**src/sfr_pkg.sv**
```systemverilog
package sfr_pkg;
  // Serial word geometry
  localparam int WORD_W = 24;
  localparam int ADDR_W = 4;
  localparam logic [3:0] ADDR_FASTLOCK = 4'b1101;
  localparam logic [3:0] ADDR_LOOP_RESET = 4'b1111;
  // Fastlock word field positions
  localparam int TOC_LSB = 4;
  localparam int TOC_W = 14;
  localparam int GAIN_LSB = 18;
  localparam int GAIN_W = 4;
  localparam int SLIP_LSB = 22;
  localparam int SLIP_W = 2;
  // Loop reset word bit positions
  localparam int MAIN_FLOAT_POS = 4;
  localparam int AUX_FLOAT_POS = 5;
  localparam int MAIN_CLEAR_POS = 6;
  localparam int AUX_CLEAR_POS = 7;
  localparam int QUARTER_POS = 13;
  // Denominator widths
  localparam int DEN_LO_W = 12;
  localparam int DEN_HI_W = 10;
  localparam int DEN_W = 22;
  // Time-out code meanings
  localparam logic [13:0] TOC_FLOAT = 14'h0000;
  localparam logic [13:0] TOC_MANUAL = 14'h0001;
  localparam logic [13:0] TOC_LOW = 14'h0002;
  localparam logic [13:0] TOC_HIGH = 14'h0003;
  localparam logic [13:0] TOC_TIMED_MIN = 14'h0004;
  localparam int PERIOD_W = 15;
  // Quarter-rate divider last count; reset values follow the types
  localparam logic [1:0] QDIV_LAST = 2'h3;

  typedef struct packed {
    logic [1:0] slip_reduction_factor;
    logic [3:0] fastlock_pump_gain;
    logic [13:0] fastlock_timeout_count;
  } sfr_fastlock_t;

  typedef struct packed {
    logic lock_detect_quarter_rate;
    logic aux_counter_clear;
    logic main_loop_counter_clear;
    logic aux_pump_float;
    logic main_pump_float_bit;
  } sfr_loop_reset_t;

  localparam sfr_fastlock_t FASTLOCK_RESET = '0;
  localparam sfr_loop_reset_t LOOP_RESET_RESET = '0;
endpackage : sfr_pkg

```
**src/sfr_fastlock_reset_control.sv**
```systemverilog
`timescale 1ns/10ps
// Function
// - Precision bit 0: denominator is the low 12 bits, upper ten ignored.
// - Precision bit 1: upper and lower fields form a 22-bit denominator.
// - Time-out codes 0 to 3: timed fastlock off, pin is general tri-state output.
// - Time-out codes 4 to 16383: timed fastlock on, pin shows fastlock.
// - Timed fastlock lasts twice the code in comparison cycles, then ends.
// - Code 0 floats, 1 low plus forced fastlock, 2 low, 3 high.
// - Fastlock pump gain field 0 to 15 gives multiples 1X to 16X.
// - Slip code 0 off; 1, 2, 3 reduce sample rate to 1/2, 1/4, 1/16.
// - Quarter-rate bit divides main lock-detect rate by 4; aux untouched.
// - Aux clear bit holds aux counters in reset and floats its pump.
// - Main clear bit holds main counters in reset and floats its pump.
// - Power-up by software or enable pin applies a counter reset.
// - Main float bit floats main pump, counters keep running.
module sfr_fastlock_reset_control #(
  parameter int WORD_W = 24
) (
  input wire logic clock_in,
  input wire logic resetn_in,
  input wire logic ser_clk_in,
  input wire logic ser_data_in,
  input wire logic ser_latch_in,
  input wire logic chip_enable_in,
  input wire logic soft_powerup_in,
  input wire logic main_comp_tick_in,
  input wire logic aux_comp_tick_in,
  input wire logic precision_sel_in,
  input wire logic [sfr_pkg::DEN_LO_W-1:0] den_lo_in,
  input wire logic [sfr_pkg::DEN_HI_W-1:0] den_hi_in,
  output logic [sfr_pkg::DEN_W-1:0] main_fraction_denominator_out,
  output logic fastlock_active_out,
  output logic fastlock_force_out,
  output logic fastlock_pin_out,
  output logic fastlock_pin_oe_n_out,
  output logic [4:0] pump_gain_mult_out,
  output logic [2:0] slip_div_log2_out,
  output logic main_ld_tick_out,
  output logic aux_ld_tick_out,
  output logic main_counters_reset_out,
  output logic main_pump_tristate_out,
  output logic aux_counters_reset_out,
  output logic aux_pump_tristate_out
);
  logic [WORD_W-1:0] rx_word;
  logic rx_valid;
  sfr_pkg::sfr_fastlock_t fl_cfg_ff;
  sfr_pkg::sfr_loop_reset_t lr_cfg_ff;
  logic fl_active_ff;
  logic [sfr_pkg::PERIOD_W-1:0] remain_ff;
  logic [1:0] qdiv_ff;
  logic [2:0] ce_sync_ff;
  logic powerup_clear_ff;
  logic pin_level_ff;
  logic pin_oe_n_ff;

  // Slip code to a power-of-two rate divisor
  function automatic logic [2:0] slip_log2(input logic [1:0] code);
    case (code)
      2'h0: slip_log2 = 3'h0;
      2'h1: slip_log2 = 3'h1;
      2'h2: slip_log2 = 3'h2;
      default: slip_log2 = 3'h4;
    endcase
  endfunction : slip_log2

  sfr_serial_rx #(
    .WORD_W(WORD_W)
  ) u_rx (
    .clock_in(clock_in),
    .resetn_in(resetn_in),
    .ser_clk_in(ser_clk_in),
    .ser_data_in(ser_data_in),
    .ser_latch_in(ser_latch_in),
    .word_out(rx_word),
    .word_valid_out(rx_valid)
  );

  // Address decode of the latched word
  wire [3:0] rx_addr = rx_word[sfr_pkg::ADDR_W-1:0];
  wire wr_fastlock = rx_valid && (rx_addr == sfr_pkg::ADDR_FASTLOCK);
  wire wr_loop_reset = rx_valid && (rx_addr == sfr_pkg::ADDR_LOOP_RESET);
  wire [13:0] new_toc = rx_word[sfr_pkg::TOC_LSB +: sfr_pkg::TOC_W];
  wire new_timed = new_toc >= sfr_pkg::TOC_TIMED_MIN;
  wire [13:0] toc = fl_cfg_ff.fastlock_timeout_count;
  wire timed_mode = toc >= sfr_pkg::TOC_TIMED_MIN;
  wire [sfr_pkg::PERIOD_W-1:0] nxt_period = {new_toc, 1'b0};
  wire fl_last = fl_active_ff && main_comp_tick_in && (remain_ff == 15'h0001);
  wire ce_rise = ce_sync_ff[1] & ~ce_sync_ff[2];
  wire powerup_event = ce_rise | soft_powerup_in;

  // Register loads; fixed-pattern bits of the reset word are ignored
  always_ff @(posedge clock_in or negedge resetn_in) begin
    if (!resetn_in) begin
      fl_cfg_ff <= sfr_pkg::FASTLOCK_RESET;
      lr_cfg_ff <= sfr_pkg::LOOP_RESET_RESET;
    end else begin
      if (wr_fastlock) fl_cfg_ff <= rx_word[WORD_W-1:sfr_pkg::TOC_LSB];
      if (wr_loop_reset) lr_cfg_ff <= {rx_word[sfr_pkg::QUARTER_POS],
                                       rx_word[sfr_pkg::AUX_CLEAR_POS:sfr_pkg::MAIN_FLOAT_POS]};
    end
  end

  // Timed fastlock: each new fastlock word with a timed code restarts the period, a lower code stops it
  always_ff @(posedge clock_in or negedge resetn_in) begin
    if (!resetn_in) begin
      fl_active_ff <= 1'b0;
      remain_ff <= '0;
    end else if (wr_fastlock) begin
      fl_active_ff <= new_timed;
      remain_ff <= new_timed ? nxt_period : '0;
    end else if (fl_active_ff && main_comp_tick_in) begin
      remain_ff <= remain_ff - 15'h0001;
      if (fl_last) fl_active_ff <= 1'b0;
    end
  end

  // Pin function from the time-out code; registered to keep the pin glitch free
  always_ff @(posedge clock_in or negedge resetn_in) begin
    if (!resetn_in) begin
      pin_level_ff <= 1'b0;
      pin_oe_n_ff <= 1'b1;
    end else begin
      pin_oe_n_ff <= (toc == sfr_pkg::TOC_FLOAT);
      pin_level_ff <= timed_mode ? fl_active_ff : (toc == sfr_pkg::TOC_HIGH);
    end
  end

  // Enable pin synchroniser; power-up clear held until the next comparison tick
  always_ff @(posedge clock_in or negedge resetn_in) begin
    if (!resetn_in) begin
      ce_sync_ff <= 3'h7; // Reset to idle high: an enable held high gives no false edge
      powerup_clear_ff <= 1'b1;
    end else begin
      ce_sync_ff <= {ce_sync_ff[1:0], chip_enable_in};
      if (powerup_event) powerup_clear_ff <= 1'b1;
      else if (main_comp_tick_in) powerup_clear_ff <= 1'b0;
    end
  end

  // Lock-detect quarter-rate divider, main loop only
  always_ff @(posedge clock_in or negedge resetn_in) begin
    if (!resetn_in) qdiv_ff <= 2'h0;
    else if (main_comp_tick_in) qdiv_ff <= qdiv_ff + 2'h1;
  end

  // Denominator select: upper field is masked, not trusted, in 12-bit mode
  assign main_fraction_denominator_out = precision_sel_in ?
    {den_hi_in, den_lo_in} : {{sfr_pkg::DEN_HI_W{1'b0}}, den_lo_in};
  assign fastlock_force_out = (toc == sfr_pkg::TOC_MANUAL);
  assign fastlock_active_out = fl_active_ff | fastlock_force_out;
  assign fastlock_pin_out = pin_level_ff;
  assign fastlock_pin_oe_n_out = pin_oe_n_ff;
  assign pump_gain_mult_out = fastlock_active_out ?
    ({1'b0, fl_cfg_ff.fastlock_pump_gain} + 5'h01) : 5'h01;
  assign slip_div_log2_out = slip_log2(fl_cfg_ff.slip_reduction_factor);
  assign main_ld_tick_out = main_comp_tick_in &&
    (!lr_cfg_ff.lock_detect_quarter_rate || qdiv_ff == sfr_pkg::QDIV_LAST);
  assign aux_ld_tick_out = aux_comp_tick_in;
  assign main_counters_reset_out = lr_cfg_ff.main_loop_counter_clear | powerup_clear_ff;
  assign aux_counters_reset_out = lr_cfg_ff.aux_counter_clear | powerup_clear_ff;
  assign main_pump_tristate_out = main_counters_reset_out | lr_cfg_ff.main_pump_float_bit;
  assign aux_pump_tristate_out = aux_counters_reset_out | lr_cfg_ff.aux_pump_float;
endmodule : sfr_fastlock_reset_control

```
**src/sfr_serial_rx.sv**
```systemverilog
`timescale 1ns/10ps
module sfr_serial_rx #(
  parameter int WORD_W = 24
) (
  input wire logic clock_in,
  input wire logic resetn_in,
  input wire logic ser_clk_in,
  input wire logic ser_data_in,
  input wire logic ser_latch_in,
  output logic [WORD_W-1:0] word_out,
  output logic word_valid_out
);
  logic [2:0] clk_sync_ff;
  logic [1:0] data_sync_ff;
  logic [2:0] latch_sync_ff;
  logic [WORD_W-1:0] shift_ff;
  logic [WORD_W-1:0] word_ff;
  logic valid_ff;
  wire clk_rise = clk_sync_ff[1] & ~clk_sync_ff[2];
  wire latch_rise = latch_sync_ff[1] & ~latch_sync_ff[2];

  // Pins are asynchronous: two stages before any edge detect
  always_ff @(posedge clock_in or negedge resetn_in) begin
    if (!resetn_in) begin
      clk_sync_ff <= 3'h0;
      data_sync_ff <= 2'h0;
      latch_sync_ff <= 3'h0;
    end else begin
      clk_sync_ff <= {clk_sync_ff[1:0], ser_clk_in};
      data_sync_ff <= {data_sync_ff[0], ser_data_in};
      latch_sync_ff <= {latch_sync_ff[1:0], ser_latch_in};
    end
  end

  // MSB first; the last 24 bits before the latch edge form the word
  always_ff @(posedge clock_in or negedge resetn_in) begin
    if (!resetn_in) begin
      shift_ff <= '0;
      word_ff <= '0;
      valid_ff <= 1'b0;
    end else begin
      if (clk_rise) shift_ff <= {shift_ff[WORD_W-2:0], data_sync_ff[1]};
      if (latch_rise) word_ff <= shift_ff;
      valid_ff <= latch_rise;
    end
  end

  assign word_out = word_ff;
  assign word_valid_out = valid_ff;
endmodule : sfr_serial_rx

```
**config.mk**
```make
export PLATFORM = sky130hd
export DESIGN_NAME = sfr_fastlock_reset_control
export DESIGN_NICKNAME = d
export VERILOG_FILES = /design/src/sfr_pkg.sv /design/src/sfr_fastlock_reset_control.sv /design/src/sfr_serial_rx.sv
export SDC_FILE = /design/constraint.sdc
export NUM_CORES = 1
export LEC_CHECK = 0
export ABC_AREA = 1
export BUFFER_PORTS_ARGS = -buffer_cell sky130_fd_sc_hd__buf_2
export CORE_ASPECT_RATIO = 1.2
export CORE_UTILIZATION = 40
export CTS_CLUSTER_DIAMETER = 60
export DETAILED_ROUTE_END_ITERATION = 8
export GPL_TIMING_DRIVEN = 0
export PLACE_DENSITY = 0.66
export RECOVER_POWER = 50
export SETUP_SLACK_MARGIN = 0.4
export SLEW_MARGIN = 20
export SYNTH_ARGS = -nofsm -noshare
export SYNTH_HDL_FRONTEND = slang
export SYNTH_SLANG_ARGS = --single-unit
```
**constraint.sdc**
```tcl
create_clock -name clock_in -period 3.6 [get_ports clock_in]
set_clock_uncertainty 0.1 [all_clocks]
set_input_delay 0 -clock clock_in [delete_from_list [all_inputs] [get_ports clock_in]]
set_output_delay 0 -clock clock_in [all_outputs]
set_load 0.01 [all_outputs]
```
==> metrics <==
CTS tree yes; Fin. Hold Viols 0; cell taking the most area after synthesis dfrtp_1; top cell type's share of synthesized area 52.8%; HPWL after DPL about 7400 microns; most common cell in the netlist nand2_1; area grow syn2layout 18.4%; Power Density 588 nW/um^2; core area around 12,000 sq um; critical path launch point type input pin; number of global-route vias before repair roughly 3,800; Critical Path RT about 3700 ps; CP Max Fanout 57; initial core utilization about two fifths; setup tns final 0 ps; Seq/Total Area, Yosys between 50% and 60%; final setup vio count 0; global-route wire length before repair approximately 17,000 microns; via count between 3,000 and 4,000; commonest cells in the synthesized netlist nand2_1 (149), dfrtp_1 (101), inv_1 (84); Mapped Cells 573; largest net degree at the start of global routing a little under 60; Tightest Pin Transition 1350 ps; First DRT Iteration DRCs approximately 190; max-cap viol count 0; VDD IR max approximately 0.00024 V; drt first pass iters 6; Root Driver clkbuf_16; final std cells w/o fill between 800 and 900; status complete, no violations; Cells after DPL 788; ANT nets after route 0; met3 GRT Util about 2.8%; clk slew on worst S/H paths approximately 70 ps; synth top area cells dfrtp_1 (53%), nand2_1 (12%), inv_1 (6.6%); I/O pin count 72; Yosys cell types 32; met2 Use GR between 30% and 40%; DRT Wirelength 10,100 microns; syn nets roughly 600; Yosys warning count 0; Rows 43; post-cts sizing count 0; GRT Total Usage 18.0%; worst hold slack 67.5 ps; Post-DP Area 5300 sq um; crit path time final about 1900 ps; Max Slew Vio Count 0; utilization after layout 48.7%; Top Usage Layer GRT met2; # fillers 1,120; Max Freq 523 MHz; met1 usage 21.6%; DR vias/cell about 4.7; grt total ovfl 0; die height ~120 microns; number of antenna diodes 0; CTS Buf Count 9; PortBufs between 50 and 60; Main synth FF type dfrtp_1; per-cell routed wire length roughly 12 microns; layout cells sized above 1 around an eighth; initial antenna violation count 0; crit share post-route 53.2%; Synth Area per Inst between 8 and 9 sq um; Hold Crit Class input pin to async pin; WS Path Type input pin to async pin; Post-synth EDFFs 0; RD Place Congestion 0.845; Die X approximately 100 microns; Die Footprint 12,400 sq um; RSZ-0062 raised after global routing no; Pleak between 2 and 3 nW; synthesized area between 4000 and 5000 sq um; Remaining DRCs 0; Critical Path Sink Type async pin; share of flip-flops with an asynchronous set or reset 100%; H-tree depth 3; # nets final approximately 700; Max-slew headroom 10.2%; WP data arrival ~2100 ps; number of clock sinks between 100 and 150; clock latency at the later pin of the worst-skew pair 350 ps; CTS Buffer Depth 2; post-synthesis sequential element count 106; post-route cell area approximately 5700 sq um
==> metal layers <==
layer	wire length [microns]	share of wire, %	up-vias
met2	5240	52	85
met5	0	0	-
met1	4290	43	1814
met4	193	1.9	0
met3	368	3.6	18
li1	-	-	1929
==> critical path: stages <==
cell and delay (ps):
dlygate4sd3_1 550, buf_6 380, clkbuf_2 1080
==> stage by stage <==
| stage | setup WS (ps) | power (W) |
|---|---|---|
| 6_report | 1690 | 0.00333 |
| 3_5_place_dp | 2050 | 0.00227 |
| 4_1_cts | 1920 | 0.00336 |
| 2_1_floorplan | 2150 | 0.00204 |
| 3_3_place_gp | 1300 | 0.00223 |
| 5_1_grt | 1280 | 0.00355 |
==> logic make-up after synthesis <==
family                   Yosys count  synth area share (%)
AND/OR/NAND/NOR                  252                  21.9
buffers and inverters            116                  10.5
flip-flops                       106                  55.6
AO/OA/AOI/OAI                     88                  9.52
multiplexers                       4                 0.915
adder cells (fa/ha/maj)            4                  1.05
XOR/XNOR                           3                 0.549
==> placed cells by master (no fill, tap or decap) <==
cell type      count
clkbuf_2           1
nor2_1            46
nand3_1           38
buf_2             35
xnor2_1            1
o21ai_1            7
and3_1             1
inv_8              1
buf_1              1
nor2_4             1
dlygate4sd3_1      8
nand4_1            4
or2_2              5
nand2_2            2
o21a_1             1
inv_6              1
nor3_1             2
inv_1             84
nor2_2             1
dfstp_2            5
clkbuf_16          9
ha_1               4
nand2_1          149
o21ai_0           57
o21bai_1           4
xor2_1             2
a21oi_1           18
mux2i_1            1
clkinv_4           2
mux2_2             3
buf_6              2
inv_2              1
dfrtp_1          101
nand3b_1           2
nor4_1             1
buf_4             15
clkbuf_8           1
bufinv_16          2
a21boi_0           1
clkbuf_1          35
==> path summary, 6_finish.rpt <==
path,start,endpoint,slack (ps),cells after the start
worst max-delay path,resetn_in,u_rx.word_out[23],1690,3
worst min-delay path,resetn_in,remain_ff[3],70,2
worst max register to register,remain_ff[0],remain_ff[4],2030,7
worst min register to register,u_rx.latch_sync_ff[0],u_rx.latch_sync_ff[1],250,0
max in group clock_in,toc[10],pump_gain_mult_out[2],1930,6
min in group clock_in,den_lo_in[9],main_fraction_denominator_out[9],110,2
==> registers in the layout, indices dropped and copies added, names as in the netlist, 3 cells and up <==
signal / cells
u_rx.latch_sync_ff: 3
u_rx.clk_sync_ff: 3
lr_cfg_ff: 5
ce_sync_ff: 3
u_rx.word_out: 24
toc: 14
remain_ff: 15
fl_cfg_ff: 6
u_rx.shift_ff: 24
==> power breakdown <==
group | internal, W | leakage [nW] | switching, W
registers | 0.00141 | 1.35 | 0.000158
logic | 0.000260 | 1.37 | 0.000419
clock network | 0.000638 | 0.165 | 0.000446
total | 0.00231 | 2.89 | 0.00102
==> area by class of cell <==
class | instances | area (sq um) | share of cell area, %
buffer | 31 | 184 | 3.25
tap | 157 | 196 | 3.47
timing repair buffer | 66 | 347 | 6.12
clock inverter | 6 | 97.6 | 1.72
clock buffer | 10 | 239 | 4.22
inverter | 85 | 319 | 5.63
sequential | 106 | 2660 | 47.0
multi-input combinational | 351 | 1620 | 28.6
==> timing repair <==
action                                 4_1_cts  5_1_grt
setup endpoints to repair                    0        0
buffers inserted                             0        0
hold buffers                                 8        0
endpoints found under the hold margin      109        0
Power figures use the tool's default switching activity.
